--- config.mk ---
export PLATFORM = sky130hd
export DESIGN_NAME = rtcev_core
export DESIGN_NICKNAME = d
export VERILOG_FILES = /design/src/hdl/rtcev_pkg.sv /design/src/hdl/rtcev_core.sv
export SDC_FILE = /design/constraint.sdc
export NUM_CORES = 1
export LEC_CHECK = 0
export BUFFER_PORTS_ARGS = -buffer_cell sky130_fd_sc_hd__clkbuf_2
export CORE_ASPECT_RATIO = 0.6
export CORE_MARGIN = 2
export CORE_UTILIZATION = 35
export CTS_CLUSTER_SIZE = 16
export DETAILED_ROUTE_END_ITERATION = 7
export PLACE_DENSITY = 0.48
export SLEW_MARGIN = 0
export SYNTH_ARGS = -nofsm -noshare
export SYNTH_HDL_FRONTEND = slang
export SYNTH_SLANG_ARGS = --single-unit
--- constraint.sdc ---
create_clock -name sys_clk -period 8.6 [get_ports sys_clk]
set_input_delay 1.72 -clock sys_clk [delete_from_list [all_inputs] [get_ports sys_clk]]
set_output_delay 1.72 -clock sys_clk [all_outputs]
set_load 0.1 [all_outputs]
--- src/hdl/rtcev_pkg.sv ---
// Package of constants and types for the calendar clock event block
package rtcev_pkg;
  // Register byte offsets
  localparam logic [7:0] OFF_STAT1 = 8'h00;
  localparam logic [7:0] OFF_STAT2 = 8'h04;
  localparam logic [7:0] OFF_ALM1  = 8'h08;
  localparam logic [7:0] OFF_ALM2  = 8'h0C;
  localparam logic [7:0] OFF_TIME0 = 8'h10;
  localparam logic [7:0] OFF_TIME1 = 8'h14;
  // Status 1 fields
  localparam int B_PWRUP = 0;   // Power-up flag (read), init command (write)
  localparam int B_SLOW  = 1;   // Supply-low flag
  localparam int B_H24   = 6;   // 24-hour mode
  // Status 2 fields
  localparam int B_A2E   = 1;   // Alarm two enable
  localparam int B_XTAL  = 4;   // Crystal output select
  localparam int B_A1E   = 5;   // Alarm one enable
  localparam int B_MIN   = 6;   // Minute output select
  localparam int B_FREQ  = 7;   // Frequency output select
  // Alarm byte valid bit
  localparam int B_VALID = 7;
  // Reset values
  localparam logic [7:0]  RST_STAT2 = 8'h80;
  localparam logic [23:0] RST_ALM1  = 24'h00_0080;
  localparam logic [23:0] RST_ALM2  = 24'h00_0000;
  // Oscillator timing
  localparam int XTAL_HZ   = 32768;
  localparam int SAMPLE_US = 15600;  // Supply sampling window
  localparam int EDGE_US   = 7810;   // Minute edge length
  localparam int SAMPLE_TK = (SAMPLE_US * XTAL_HZ + 999_999) / 1_000_000;
  localparam int EDGE_TK   = (EDGE_US * XTAL_HZ + 999_999) / 1_000_000;
  // Pin mode decode
  typedef enum logic [2:0] {
    PM_OFF  = 3'b000,
    PM_FREQ = 3'b001,
    PM_EDGE = 3'b010,
    PM_PER1 = 3'b011,
    PM_ALM1 = 3'b100,
    PM_PER2 = 3'b101,
    PM_XTAL = 3'b110
  } rtcev_mode_e;
  // Calendar time, BCD fields
  typedef struct packed {
    logic [7:0] year;
    logic [7:0] month;
    logic [7:0] day;
    logic [2:0] week;
    logic       pm;
    logic [5:0] hour;
    logic [7:0] min;
    logic [7:0] sec;
  } rtcev_time_s;
endpackage

--- src/hdl/rtcev_core.sv ---
// Calendar clock with supply-low flag, write checks and event pin
`timescale 1ns/1ps
`default_nettype none
module rtcev_core
  import rtcev_pkg::*;
(
  input  wire logic        sys_clk,     // System clock
  input  wire logic        rst,         // Power-on reset
  input  wire logic        psel,        // APB select
  input  wire logic        penable,     // APB enable
  input  wire logic        pwrite,      // APB direction
  input  wire logic [7:0]  paddr,       // APB byte address
  input  wire logic [31:0] pwdata,      // APB write data
  output var  logic [31:0] prdata,      // APB read data
  output var  logic        pready,      // APB ready
  output var  logic        pslverr,     // APB error
  input  wire logic        xtalClk,     // 32.768 kHz oscillator
  input  wire logic        supplyLow,   // Supply at or below detect_level
  output var  logic        eventPinOut, // Event pin drive value
  output var  logic        eventPinOe   // Event pin pulls low
);
  import rtcev_pkg::*;

  logic [2:0]  xtalSync;     // Oscillator synchroniser and edge history
  logic [1:0]  lowSync;      // Supply comparator synchroniser
  logic        tick;         // Oscillator rising edge
  logic [14:0] pre;          // Divider to one second
  logic        secTick;      // One pulse per second
  logic        minCarry;     // Minute carry pulse
  logic [8:0]  edgeCnt;      // Ticks since last minute carry
  logic        edgeWin;      // Minute edge active
  logic        h24;          // 24-hour mode
  logic        powerUpFlag;  // power_up_flag
  logic        supplyLowFlag;// supply_low_flag
  logic        windowSeen;   // A sampling window ended since last read
  logic        lowSeen;      // Low level seen in this window
  logic [7:0]  stat2;        // Mode and alarm enables
  logic [23:0] alm [2];      // Alarm registers, first doubles as freq
  rtcev_time_s tm;           // Current calendar time
  rtcev_mode_e mode;         // Decoded pin mode
  logic        apbDo;        // Access completes this edge
  logic        wrEn;         // Write completes this edge
  logic        initCmd;      // Host initialisation
  logic        stat1Rd;      // Status 1 read completes
  logic [1:0]  almLatch;     // Alarm pin latches
  logic [1:0]  almMatch;     // Alarm compare results
  logic [1:0]  matchPrev;    // Previous compare results
  logic [1:0]  almOn;        // Alarm enabled in effect
  logic        edgeLatch;    // Minute edge latch
  logic        per1Run;      // Periodic one started
  logic [4:0]  fqOk;         // Per selected frequency level
  logic        fqLevel;      // AND of selected frequencies
  logic        pinLow;       // Combined pin assertion
  logic        pm24;         // Derived afternoon bit

  // BCD increment of one byte
  function automatic logic [7:0] bcdInc(input logic [7:0] v);
    if (v[3:0] == 4'h9) begin
      return {v[7:4] + 4'h1, 4'h0};
    end
    return v + 8'h01;
  endfunction

  // Low digit above nine
  function automatic logic badLo(input logic [7:0] v);
    return v[3:0] > 4'h9;
  endfunction

  // Days in a month, leap years counted
  function automatic logic [7:0] mDays(input logic [7:0] m,
                                       input logic [7:0] y);
    logic [7:0] yb;
    yb = {4'h0, y[7:4]} * 8'd10 + {4'h0, y[3:0]};
    unique case (m)
      8'h02: return (yb[1:0] == 2'b00) ? 8'h29 : 8'h28;
      8'h04, 8'h06, 8'h09, 8'h11: return 8'h30;
      default: return 8'h31;
    endcase
  endfunction

  // Input synchronisers, two flops before any use
  always_ff @(posedge sys_clk or posedge rst) begin
    if (rst) begin
      xtalSync <= 3'b000;
      lowSync  <= 2'b00;
    end else begin
      xtalSync <= {xtalSync[1:0], xtalClk};
      lowSync  <= {lowSync[0], supplyLow};
    end
  end

  assign tick    = xtalSync[1] & ~xtalSync[2];
  assign secTick = tick & (pre == 15'h7FFF);

  // APB handshake, one wait state
  assign apbDo   = psel & penable & pready;
  assign wrEn    = apbDo & pwrite;
  assign initCmd = wrEn & (paddr == OFF_STAT1) & pwdata[B_PWRUP];
  assign stat1Rd = apbDo & ~pwrite & (paddr == OFF_STAT1);
  assign pm24    = (tm.hour >= 6'h12);

  // Divider, restarted by a write to OFF_TIME0 so the next carry is 1 s away
  always_ff @(posedge sys_clk or posedge rst) begin
    if (rst) begin
      pre <= 15'h0000;
    end else if (wrEn && paddr == OFF_TIME0) begin
      pre <= 15'h0000;
    end else if (tick) begin
      pre <= pre + 15'h0001;
    end
  end

  // Minute edge window in oscillator ticks
  always_ff @(posedge sys_clk or posedge rst) begin
    if (rst) begin
      edgeCnt <= 9'(EDGE_TK);
    end else if (minCarry) begin
      edgeCnt <= 9'h000;
    end else if (tick && edgeCnt < 9'(EDGE_TK)) begin
      edgeCnt <= edgeCnt + 9'h001;
    end
  end

  assign edgeWin = edgeCnt < 9'(EDGE_TK);

  // Supply sampling, only inside the window at each second start
  always_ff @(posedge sys_clk or posedge rst) begin
    if (rst) begin
      supplyLowFlag <= 1'b0;
      lowSeen       <= 1'b0;
      windowSeen    <= 1'b0;
    end else begin
      if (!supplyLowFlag && pre < 15'(SAMPLE_TK) && lowSync[1]) begin
        lowSeen <= 1'b1;
      end else if (tick && pre == 15'(SAMPLE_TK)) begin
        lowSeen <= 1'b0;
      end
      if (stat1Rd || initCmd) begin
        windowSeen <= 1'b0;
      end
      if (tick && pre == 15'(SAMPLE_TK)) begin
        windowSeen <= 1'b1;
      end
      if (tick && pre == 15'(SAMPLE_TK) && lowSeen) begin
        supplyLowFlag <= 1'b1;
      end else if (initCmd || (stat1Rd && windowSeen)) begin
        supplyLowFlag <= 1'b0;
      end
    end
  end

  // Status and alarm registers
  always_ff @(posedge sys_clk or posedge rst) begin
    if (rst) begin
      powerUpFlag <= 1'b1;
      h24         <= 1'b0;
      stat2       <= RST_STAT2;
      alm[0]      <= RST_ALM1;
      alm[1]      <= RST_ALM2;
    end else if (initCmd) begin
      powerUpFlag <= 1'b0;
      h24         <= pwdata[B_H24];
      stat2       <= 8'h00;
      alm[0]      <= 24'h00_0000;
      alm[1]      <= 24'h00_0000;
    end else if (wrEn) begin
      unique case (paddr)
        OFF_STAT1: h24    <= pwdata[B_H24];
        OFF_STAT2: stat2  <= pwdata[7:0];
        OFF_ALM1:  alm[0] <= pwdata[23:0];
        OFF_ALM2:  alm[1] <= pwdata[23:0];
        default: ;
      endcase
    end
  end

  // Calendar counting and checked host writes
  always_ff @(posedge sys_clk or posedge rst) begin
    logic [7:0] m;
    logic [7:0] d;
    logic [7:0] y;
    logic [7:0] h;
    if (rst) begin
      tm       <= '{year: 8'h00, month: 8'h01, day: 8'h01,
                    default: '0};
      minCarry <= 1'b0;
    end else begin
      m = 8'h01;
      d = 8'h01;
      y = 8'h00;
      h = 8'h00;
      minCarry <= 1'b0;
      if (initCmd) begin
        tm <= '{year: 8'h00, month: 8'h01, day: 8'h01, default: '0};
      end else if (wrEn && paddr == OFF_TIME0) begin
        tm.sec <= pwdata[7:0];
        tm.min <= (pwdata[15:8] > 8'h59 || badLo(pwdata[15:8]))
                  ? 8'h00 : pwdata[15:8];
        h = {2'b00, pwdata[21:16]};
        if (badLo(h) || (h24 ? h > 8'h23 : h > 8'h11)) begin
          h = 8'h00;
        end
        tm.hour <= h[5:0];
        tm.pm   <= h24 ? 1'b0 : pwdata[22];
        tm.week <= (pwdata[26:24] == 3'd7) ? 3'd0 : pwdata[26:24];
      end else if (wrEn && paddr == OFF_TIME1) begin
        d = pwdata[7:0];
        m = pwdata[15:8];
        y = pwdata[23:16];
        if (m == 8'h00 || m > 8'h12 || badLo(m)) begin
          m = 8'h01;
        end
        if (d == 8'h00 || d > 8'h31 || badLo(d)) begin
          d = 8'h01;
        end
        if (badLo(y) || y[7:4] > 4'h9) begin
          y = 8'h00;
        end
        if (d > mDays(m, y)) begin
          d = 8'h01;
          if (m == 8'h12) begin
            m = 8'h01;
            y = (y == 8'h99) ? 8'h00 : bcdInc(y);
          end else begin
            m = bcdInc(m);
          end
        end
        tm.day   <= d;
        tm.month <= m;
        tm.year  <= y;
      end else if (secTick) begin
        if (tm.sec >= 8'h59 || badLo(tm.sec)) begin
          tm.sec   <= 8'h00;
          minCarry <= 1'b1;
          if (tm.min == 8'h59) begin
            tm.min <= 8'h00;
            if (h24 ? tm.hour == 6'h23 : tm.hour == 6'h11) begin
              tm.hour <= 6'h00;
              if (!h24) begin
                tm.pm <= ~tm.pm;
              end
              if (h24 || tm.pm) begin
                tm.week <= (tm.week == 3'd6) ? 3'd0 : tm.week + 3'd1;
                if (tm.day >= mDays(tm.month, tm.year)) begin
                  tm.day <= 8'h01;
                  if (tm.month == 8'h12) begin
                    tm.month <= 8'h01;
                    tm.year  <= (tm.year == 8'h99) ? 8'h00
                                                   : bcdInc(tm.year);
                  end else begin
                    tm.month <= bcdInc(tm.month);
                  end
                end else begin
                  tm.day <= bcdInc(tm.day);
                end
              end
            end else begin
              tm.hour <= 6'(bcdInc({2'b00, tm.hour}));
            end
          end else begin
            tm.min <= bcdInc(tm.min);
          end
        end else begin
          tm.sec <= bcdInc(tm.sec);
        end
      end
    end
  end

  // Pin mode from the four select bits, crystal wins
  always_comb begin
    if (stat2[B_XTAL]) begin
      mode = PM_XTAL;
    end else begin
      unique case ({stat2[B_A1E], stat2[B_MIN], stat2[B_FREQ]})
        3'b001, 3'b101: mode = PM_FREQ;
        3'b010, 3'b110: mode = PM_EDGE;
        3'b011:         mode = PM_PER1;
        3'b100:         mode = PM_ALM1;
        3'b111:         mode = PM_PER2;
        default:        mode = PM_OFF;
      endcase
    end
  end

  assign almOn = {stat2[B_A2E], mode == PM_ALM1};

  // Alarm compare and latch, one per alarm
  for (genvar i = 0; i < 2; i++) begin : g_alm
    // A byte takes part only when its valid bit is set
    assign almMatch[i] =
      (~alm[i][B_VALID] | alm[i][2:0] == tm.week) &
      (~alm[i][8+B_VALID] |
       alm[i][14:8] == {(h24 ? pm24 : tm.pm), tm.hour}) &
      (~alm[i][16+B_VALID] | alm[i][22:16] == tm.min[6:0]) &
      (alm[i][B_VALID] | alm[i][8+B_VALID] | alm[i][16+B_VALID]);
    always_ff @(posedge sys_clk or posedge rst) begin
      if (rst) begin
        matchPrev[i] <= 1'b0;
        almLatch[i]  <= 1'b0;
      end else begin
        matchPrev[i] <= almMatch[i];
        if (!almOn[i]) begin
          almLatch[i] <= 1'b0;
        end else if (almMatch[i] && (!matchPrev[i] || minCarry)) begin
          almLatch[i] <= 1'b1;
        end
      end
    end
  end

  // Selected frequencies, high when each clock is high
  for (genvar k = 0; k < 5; k++) begin : g_fq
    assign fqOk[k] = ~alm[0][7-k] | pre[14-k];
  end
  assign fqLevel = &fqOk;

  // Minute edge latch and periodic one start
  always_ff @(posedge sys_clk or posedge rst) begin
    if (rst) begin
      edgeLatch <= 1'b0;
      per1Run   <= 1'b0;
    end else begin
      if (mode != PM_EDGE) begin
        edgeLatch <= 1'b0;
      end else if (edgeWin) begin
        edgeLatch <= 1'b1;
      end
      if (mode != PM_PER1) begin
        per1Run <= 1'b0;
      end else if (minCarry) begin
        per1Run <= 1'b1;
      end
    end
  end

  // Pin assertion per mode, alarm two in any mode
  always_comb begin
    unique case (mode)
      PM_XTAL: pinLow = ~xtalSync[2];
      PM_FREQ: pinLow = ~fqLevel;
      PM_EDGE: pinLow = edgeLatch;
      PM_PER1: pinLow = per1Run & (tm.sec < 8'h30);
      PM_ALM1: pinLow = almLatch[0];
      PM_PER2: pinLow = edgeWin;
      default: pinLow = 1'b0;
    endcase
    pinLow = pinLow | almLatch[1];
  end

  // Open-drain pin registers
  always_ff @(posedge sys_clk or posedge rst) begin
    if (rst) begin
      eventPinOut <= 1'b0;
      eventPinOe  <= 1'b0;
    end else begin
      eventPinOut <= 1'b0;
      eventPinOe  <= pinLow;
    end
  end

  // APB answer registers
  always_ff @(posedge sys_clk or posedge rst) begin
    if (rst) begin
      pready  <= 1'b0;
      pslverr <= 1'b0;
      prdata  <= 32'h0000_0000;
    end else begin
      pready  <= psel & penable & ~pready;
      pslverr <= 1'b0;
      prdata  <= 32'h0000_0000;
      if (psel && penable && !pready) begin
        unique case (paddr)
          OFF_STAT1: prdata <= {25'h0, h24, 4'h0,
                                supplyLowFlag, powerUpFlag};
          OFF_STAT2: prdata <= {24'h0, stat2};
          OFF_ALM1:  prdata <= {8'h0, alm[0]};
          OFF_ALM2:  prdata <= {8'h0, alm[1]};
          OFF_TIME0: prdata <= {5'h0, tm.week, 1'b0,
                                (h24 ? pm24 : tm.pm), tm.hour,
                                tm.min, tm.sec};
          OFF_TIME1: prdata <= {8'h0, tm.year, tm.month, tm.day};
          default:   pslverr <= 1'b1;
        endcase
      end
    end
  end
endmodule
`default_nettype wire

After elaboration in Yosys (flattened, before gate mapping)
Index checks and enable logic that the tools add are counted.
Widths: inputs -> output; s select.
{"block": "totals", "ff_bits": 182, "latch_bits": 0, "ram_bits": 0, "mem_bits_ro": 0, "in_bits": 47, "output_inout_bits": 36, "word_cells": 436, "memories": 0}
{"block": "op_classes", "n_addsub": 21, "n_mul": 2, "div": 0, "order_cmp": 17, "n_eq_ne": 60, "n_shift": 0, "mux": 181, "bitwise": 48, "n_reduce_logical": 76}
{"operator": "$mux 8", "count": 53}
{"operator": "$pmux 27 s6", "count": 1}
{"operator": "$mux 50", "count": 2}
{"operator": "$mux 1", "count": 96}
{"operator": "$mux 24", "count": 4}
{"operator": "$mux 48", "count": 2}
{"operator": "$add 8x1->8 const B", "count": 7}
{"operator": "$mux 27", "count": 2}
{"operator": "$mux 26", "count": 2}
{"operator": "$eq 8x5->1 const B", "count": 6}
{"operator": "$mux 42", "count": 1}
{"operator": "$eq 8x3->1 const B", "count": 5}
{"operator": "$reduce_bool 3->1", "count": 12}
{"operator": "$mux 34", "count": 1}
{"operator": "$eq 4x4->1 const B", "count": 8}
{"operator": "$eq 8x4->1 const B", "count": 4}
{"operator": "$mux 15", "count": 2}
{"operator": "$add 4x1->4 const B", "count": 7}
{"operator": "$eq 7x7->1", "count": 4}
{"operator": "$mux 28", "count": 1}
{"operator": "$eq 3x3->1 const B", "count": 9}
{"operator": "$logic_not 8->1", "count": 3}
{"operator": "$mux 6", "count": 4}
{"operator": "$reduce_bool 2->1", "count": 12}
{"operator": "other kinds (58)", "count": 157}

Depth between registers and ports, before layout
{"block": "depth", "depth_word": 35, "depth_mapped": 17, "depth_no_buf": 15}

Worst setup path after synthesis
Ideal clock, no wire load.
{"block": "synth_timing", "kind": "input -> register", "from": "in pwdata[12]", "to": "reg tm[49] (netlist name)", "setup_time_ps": 128, "arrival_ps": 5145, "required_time_ps": 8472, "setup_slack_ps": 3327, "stages": 17, "n_path_buf": 2, "path_cell_list": "clkbuf_1 maj3_1 a211o_1 a21oi_1 and2_1 ha_1 a22o_1 a222oi_1 mux2_2 ha_1 nand3_1 o311a_1 o211a_1 clkbuf_1 a41o_1 o311ai_0 mux2_1"}
{"block": "synth_between", "elab_chain_len": 18, "word_cells_on_any_way": 25, "cone_classes": "2 x order compare; 6 x eq/ne; 13 x mux; 4 x reduce/logical"}
{"item": "from (decl)", "line": "rtcev_core.sv:13", "source": "input wire logic [31:0] pwdata,"}
{"item": "$gt 8x5->1 or $logic_not 8->1 (tied branches)", "line": "rtcev_core.sv:210", "source": "if (m == 8'h00 || m > 8'h12 || badLo(m)) begin"}
{"item": "$logic_or 1x1->1 (2 in a row)", "line": "rtcev_core.sv:210"}
{"item": "$mux 8 *", "line": "rtcev_core.sv:210"}
{"item": "$mux 8 *", "line": "rtcev_core.sv:206", "source": "end else if (wrEn && paddr == OFF_TIME1) begin"}
{"item": "$mux 8 *", "line": "rtcev_core.sv:195", "source": "end else if (wrEn && paddr == OFF_TIME0) begin"}
{"item": "$mux 8 *", "line": "rtcev_core.sv:193", "source": "if (initCmd) begin"}
{"item": "$eq 8x3->1, or another cell as far along", "line": "rtcev_core.sv:74", "source": "unique case (m)"}
{"item": "$reduce_or 4->1", "line": "rtcev_core.sv:74"}
{"item": "$pmux 5 s2", "line": "rtcev_core.sv:74"}
{"item": "$mux 8", "line": "rtcev_core.sv:206"}
{"item": "$mux 8", "line": "rtcev_core.sv:195"}
{"item": "$mux 8", "line": "rtcev_core.sv:193"}
{"item": "$gt 8x8->1", "line": "rtcev_core.sv:219", "source": "if (d > mDays(m, y)) begin"}
{"item": "$mux 8 *", "line": "rtcev_core.sv:219"}
{"item": "$mux 24 *", "line": "rtcev_core.sv:206"}
{"item": "$mux 24 *", "line": "rtcev_core.sv:195"}
{"item": "$mux 50 *", "line": "rtcev_core.sv:193"}
{"item": "to (signal assigned)", "line": "rtcev_core.sv:184", "source": "tm <= '{year: 8'h00, month: 8'h01, day: 8'h01,"}
{"item": "to (decl)", "line": "rtcev_core.sv:39", "source": "rtcev_time_s tm;"}
Mark *: on every way between the ends. The rest lies on a longest branch, timed or not. The select of a mux whose other input is x is not followed.
A chain may end at the register's enable or synchronous reset.

Worst setup path after layout
{"block": "layout_timing", "from": "in pwdata[11]", "to": "reg tm[49] (netlist name)"}
The elaborated chain is that of the path after synthesis.

==> metrics list <==
* Outcome: finished, final reports clean
* IO Count: 83
- Synth Area per Inst: a little under 9 um2
- Tightest hold margin: roughly 0.35 ns
* Cell depth of the worst hold path: 0
- # hold bufs at CTS: 0
- In this run the most critical hold path is launched from lowSync[0].
- Synth Area in XOR/XNOR: 0.05353
* Number of buffers between clock root and the deepest sink: 2
- Slew at the pin with the worst max-slew slack: ~1.2 ns
- Setup repair after global routing left no endpoint under its margin.
- Maxcap violations: 0
- Most frequent standard cell in the layout excluding fill and tap cells: sky130_fd_sc_hd__dfrtp_1
- The final max-slew violation count is 0.
* TritonCTS Buffers: 17
- Number of design rule violations left after detail routing: 0
- Setup violations remaining at the end of the flow were counted as 0.
- Most frequent cells in the layout: sky130_fd_sc_hd__dfrtp_1 (171), sky130_fd_sc_hd__nor2_1 (170), sky130_fd_sc_hd__nand2_1 (96)
* Clock transition at the registers of the reported paths: 0.07 ns
* Clock tree from TritonCTS: done
- In this run the tool buffered the top-level ports with 71 buffer cells.
- The number of antenna violations at the first check in global routing came to 2.
* Crit Reg-Reg Startpoint: tm[39]
- Layout filler cell count: 3164
- Cells after synthesis: 1271
- Number of clock sinks seen by CTS: 177
- In the routed layout, each cell is associated on average with a via count of between 5 and 6.
* Reg2reg path depth: 12
- Post-synthesis cell area: 11130 um2
- Area growth, synth to finish: 10.51%
- Part of the cycle the worst path needs: 0.6381
- Fraction of synthesized area in multiplexers: 0.07220
- Data arrives at the worst endpoint at 5.83 ns.
* Fraction of registers with async set or reset after synthesis: 1.000
- The count of nets left with antenna violations once routing finished came out at 0.
- Dividing total power by cell area gives a power density of 153.1 nW/um2.
- Detailed placement HPWL: 28790 um
- Synthesized-area fraction occupied by adder cells: 0.03464
* Effective utilization at floorplan: 0.3564
- At the end of routability-driven placement, the weighted congestion stood at approximately 0.90.
- Relative slew slack: 0.2016
* Worst supply voltage drop on vdd: roughly 0.00011 V
* Number of cells upsized or downsized after cts: 0
* Setup Skew: about 0.014 ns
- Maximum number of pins on one net before global-route repair: 127
* Final routed wire length divided by cell count: 22.88 um
* Critical path class: input pin to flip-flop
- Fmax: 0.1822 GHz
- For this run, the register share of the synthesized area comes to 0.3988.
* Vertical extent of the die: 142.1 um
- Of the post-synthesis cell area, the dominant cell type holds 0.3846.
- The worst path needs 5.488 ns of the cycle, external delays included.
* Number of hold-slack violations in the final timing report: 0
* Endpoint kind of the worst setup timing path: flip-flop
- First-pass GRT wire length: 59410 um
- Insertion delay to the later sink of the worst-skew pair: about 0.47 ns
* Total Power Consumption: 1.882 mW
- Req. time, crit path: 8.94 ns
- In the global route stage, overall resource usage came out at 0.2437.
- Of the total synthesized cell area, the portion taken by AND, OR, NAND and NOR gates is 0.2136.
- Total setup buffers inserted after CTS: 0
- Combinational family with the most area after synthesis: simple AND/OR/NAND/NOR gates
- Total congestion overflow: 0
- Compound-cell area share of the yosys netlist: 0.1761
- The biggest area contributor in the post-synthesis netlist is sky130_fd_sc_hd__dfrtp_1.
* Most area-consuming cells after synthesis: sky130_fd_sc_hd__dfrtp_1 (38%), sky130_fd_sc_hd__mux2i_1 (6.2%), sky130_fd_sc_hd__nor2_1 (5.7%), sky130_fd_sc_hd__ha_1 (3.4%), sky130_fd_sc_hd__a21oi_1 (3.3%)
* 1st-iter DRT viols: 1274
- Summed over all cells, the static leakage comes to ~5.5 nW.
- Critical path startpoint category: input pin
- Along the worst path, the maximum fanout reaches 15.
- The floorplan step set the die width to 234.2 um.
- CP startpoint: pwdata[11]
- Count of flip-flops with a built-in enable after synthesis: 0
- In the final timing run, aggregate negative setup slack is 0 ns.
- The detailed router placed 9753 vias in this run.
* Total core area: ~31000 um2
- Number of cell rows: 50
* Cell chosen for the clock root: sky130_fd_sc_hd__clkbuf_16
- For this run, the post-layout net count is 1359.
* Number of storage elements in the synthesis netlist: 177
* TritonRoute pass-1 iters: 6
* Via count of the first global-routing pass: 9102
* Total wire length: just under 40000 um
- For this run, the number of Yosys warnings is 0.
- Utilization of the core after routing: 0.3939
* Fraction of final layout cells sized beyond drive strength 1: 0.1151
- Die area: 33280 um2
- Distinct cell type count after synthesis: between 80 and 90
* # H-tree levels: 4
* Worst Hold Class: flip-flop to flip-flop
* Prevailing post-synth register cell: sky130_fd_sc_hd__dfrtp_1
==> routing by layer <==
layer / wire (um) / GRT usage
met1: 20050 / 0.3860
met2: 14730 / 0.3038
met3: 4088 / 0.09275
met4: 291 / 0.04397
met5: 9 / 0
==> sequential cells by signal, summed over array words and instances (netlist names), 2 cells and up <==
name and cells:
alm 48, edgeCnt 9, tm 50, xtalSync 3, prdata 27, almLatch 2, pre 15, lowSync 2
stat2 8, matchPrev 2
==> area by class of cell <==
type | instances | area [um2] | share of cell area
timing repair buffer | 83 | 445.4 | 0.03623
sequential | 177 | 4437 | 0.3608
tap | 416 | 520.5 | 0.04233
clock inverter | 11 | 101.3 | 0.008243
antenna | 1 | 2.502 | 0.0002035
clock buffer | 21 | 460.4 | 0.03745
multi-input combinational | 962 | 6167 | 0.5016
inverter | 41 | 161.4 | 0.01313
==> path summary, 6_finish.rpt <==
kind	endpoint	slack [ns]
min	lowSync[1]	0.35
max	tm[49]	3.11
min reg2reg	lowSync[1]	0.35
min in group asynchronous	prdata[0]	1.39
max in group asynchronous	alm[40]	5.97
max reg2reg	tm[37]	4.76
==> worst max-delay path, cell delays in order <==
cell and delay (ns):
sky130_fd_sc_hd__clkbuf_2 0.28, sky130_fd_sc_hd__maj3_1 0.44, sky130_fd_sc_hd__a211o_1 0.32, sky130_fd_sc_hd__a21oi_1 0.40, sky130_fd_sc_hd__and2_1 0.23, sky130_fd_sc_hd__ha_1 0.22, sky130_fd_sc_hd__a22o_1 0.16, sky130_fd_sc_hd__a222oi_1 0.07
sky130_fd_sc_hd__mux2_2 0.29, sky130_fd_sc_hd__ha_1 0.27, sky130_fd_sc_hd__nand3_1 0.09, sky130_fd_sc_hd__o311a_1 0.23, sky130_fd_sc_hd__o211a_1 0.39, sky130_fd_sc_hd__a41o_1 0.24, sky130_fd_sc_hd__o311ai_0 0.16, sky130_fd_sc_hd__mux2_1 0.31
==> logic make-up after synthesis <==
| group | Yosys count |
|---|---|
| flip-flops | 177 |
| other | 2 |
| adder cells (fa/ha/maj) | 31 |
| buffers and inverters | 138 |
| AO/OA/AOI/OAI | 295 |
| AND/OR/NAND/NOR | 481 |
| multiplexers | 79 |
| XOR/XNOR | 68 |
==> power by group <==
part	switching, mW	internal (mW)	total (mW)
sequential	0.0500	0.871	0.921
clock	0.360	0.416	0.775
combinational	0.126	0.0606	0.186
total	0.536	1.35	1.88
==> cell usage after synthesis, types with 5 or more instances <==
master	n
sky130_fd_sc_hd__dfrtp_1	171
sky130_fd_sc_hd__nor2_1	170
sky130_fd_sc_hd__nand2_1	96
sky130_fd_sc_hd__a21oi_1	74
sky130_fd_sc_hd__o21ai_0	72
sky130_fd_sc_hd__clkbuf_1	71
sky130_fd_sc_hd__mux2i_1	69
sky130_fd_sc_hd__nand3_1	46
sky130_fd_sc_hd__inv_1	40
sky130_fd_sc_hd__xnor2_1	34
sky130_fd_sc_hd__xor2_1	34
sky130_fd_sc_hd__ha_1	30
sky130_fd_sc_hd__nor3_1	27
sky130_fd_sc_hd__nand4_1	26
sky130_fd_sc_hd__a221oi_1	20
sky130_fd_sc_hd__a31oi_1	16
sky130_fd_sc_hd__and3_1	16
sky130_fd_sc_hd__nor4_1	14
sky130_fd_sc_hd__nor2b_1	13
sky130_fd_sc_hd__a22oi_1	10
sky130_fd_sc_hd__buf_2	10
sky130_fd_sc_hd__nand2b_1	10
sky130_fd_sc_hd__or3_1	10
sky130_fd_sc_hd__mux2_2	9
sky130_fd_sc_hd__a211oi_1	8
sky130_fd_sc_hd__and2_1	8
sky130_fd_sc_hd__buf_1	8
sky130_fd_sc_hd__nor3b_1	8
sky130_fd_sc_hd__nor4b_1	8
sky130_fd_sc_hd__o22ai_1	8
sky130_fd_sc_hd__a21o_1	7
sky130_fd_sc_hd__a22o_1	6
sky130_fd_sc_hd__buf_4	6
sky130_fd_sc_hd__dfstp_2	6
sky130_fd_sc_hd__o21a_1	6
sky130_fd_sc_hd__and4_1	5
sky130_fd_sc_hd__o31ai_1	5
sky130_fd_sc_hd__or4_1	5
==> stage by stage <==
| step | cell area, um2 | worst slack, ns | instances |
|---|---|---|---|
| floorplan | 11150 | 2.088 | 1277 |
| global route | 12300 | 2.963 | 1712 |
| finish | 12300 | 3.112 | 1712 |
| CTS | 12290 | 3.222 | 1711 |
| detailed placement | 11730 | 2.750 | 1679 |
| global placement | 11730 | 2.727 | 1679 |
No activity file was read; power rests on OpenSTA's default activity.
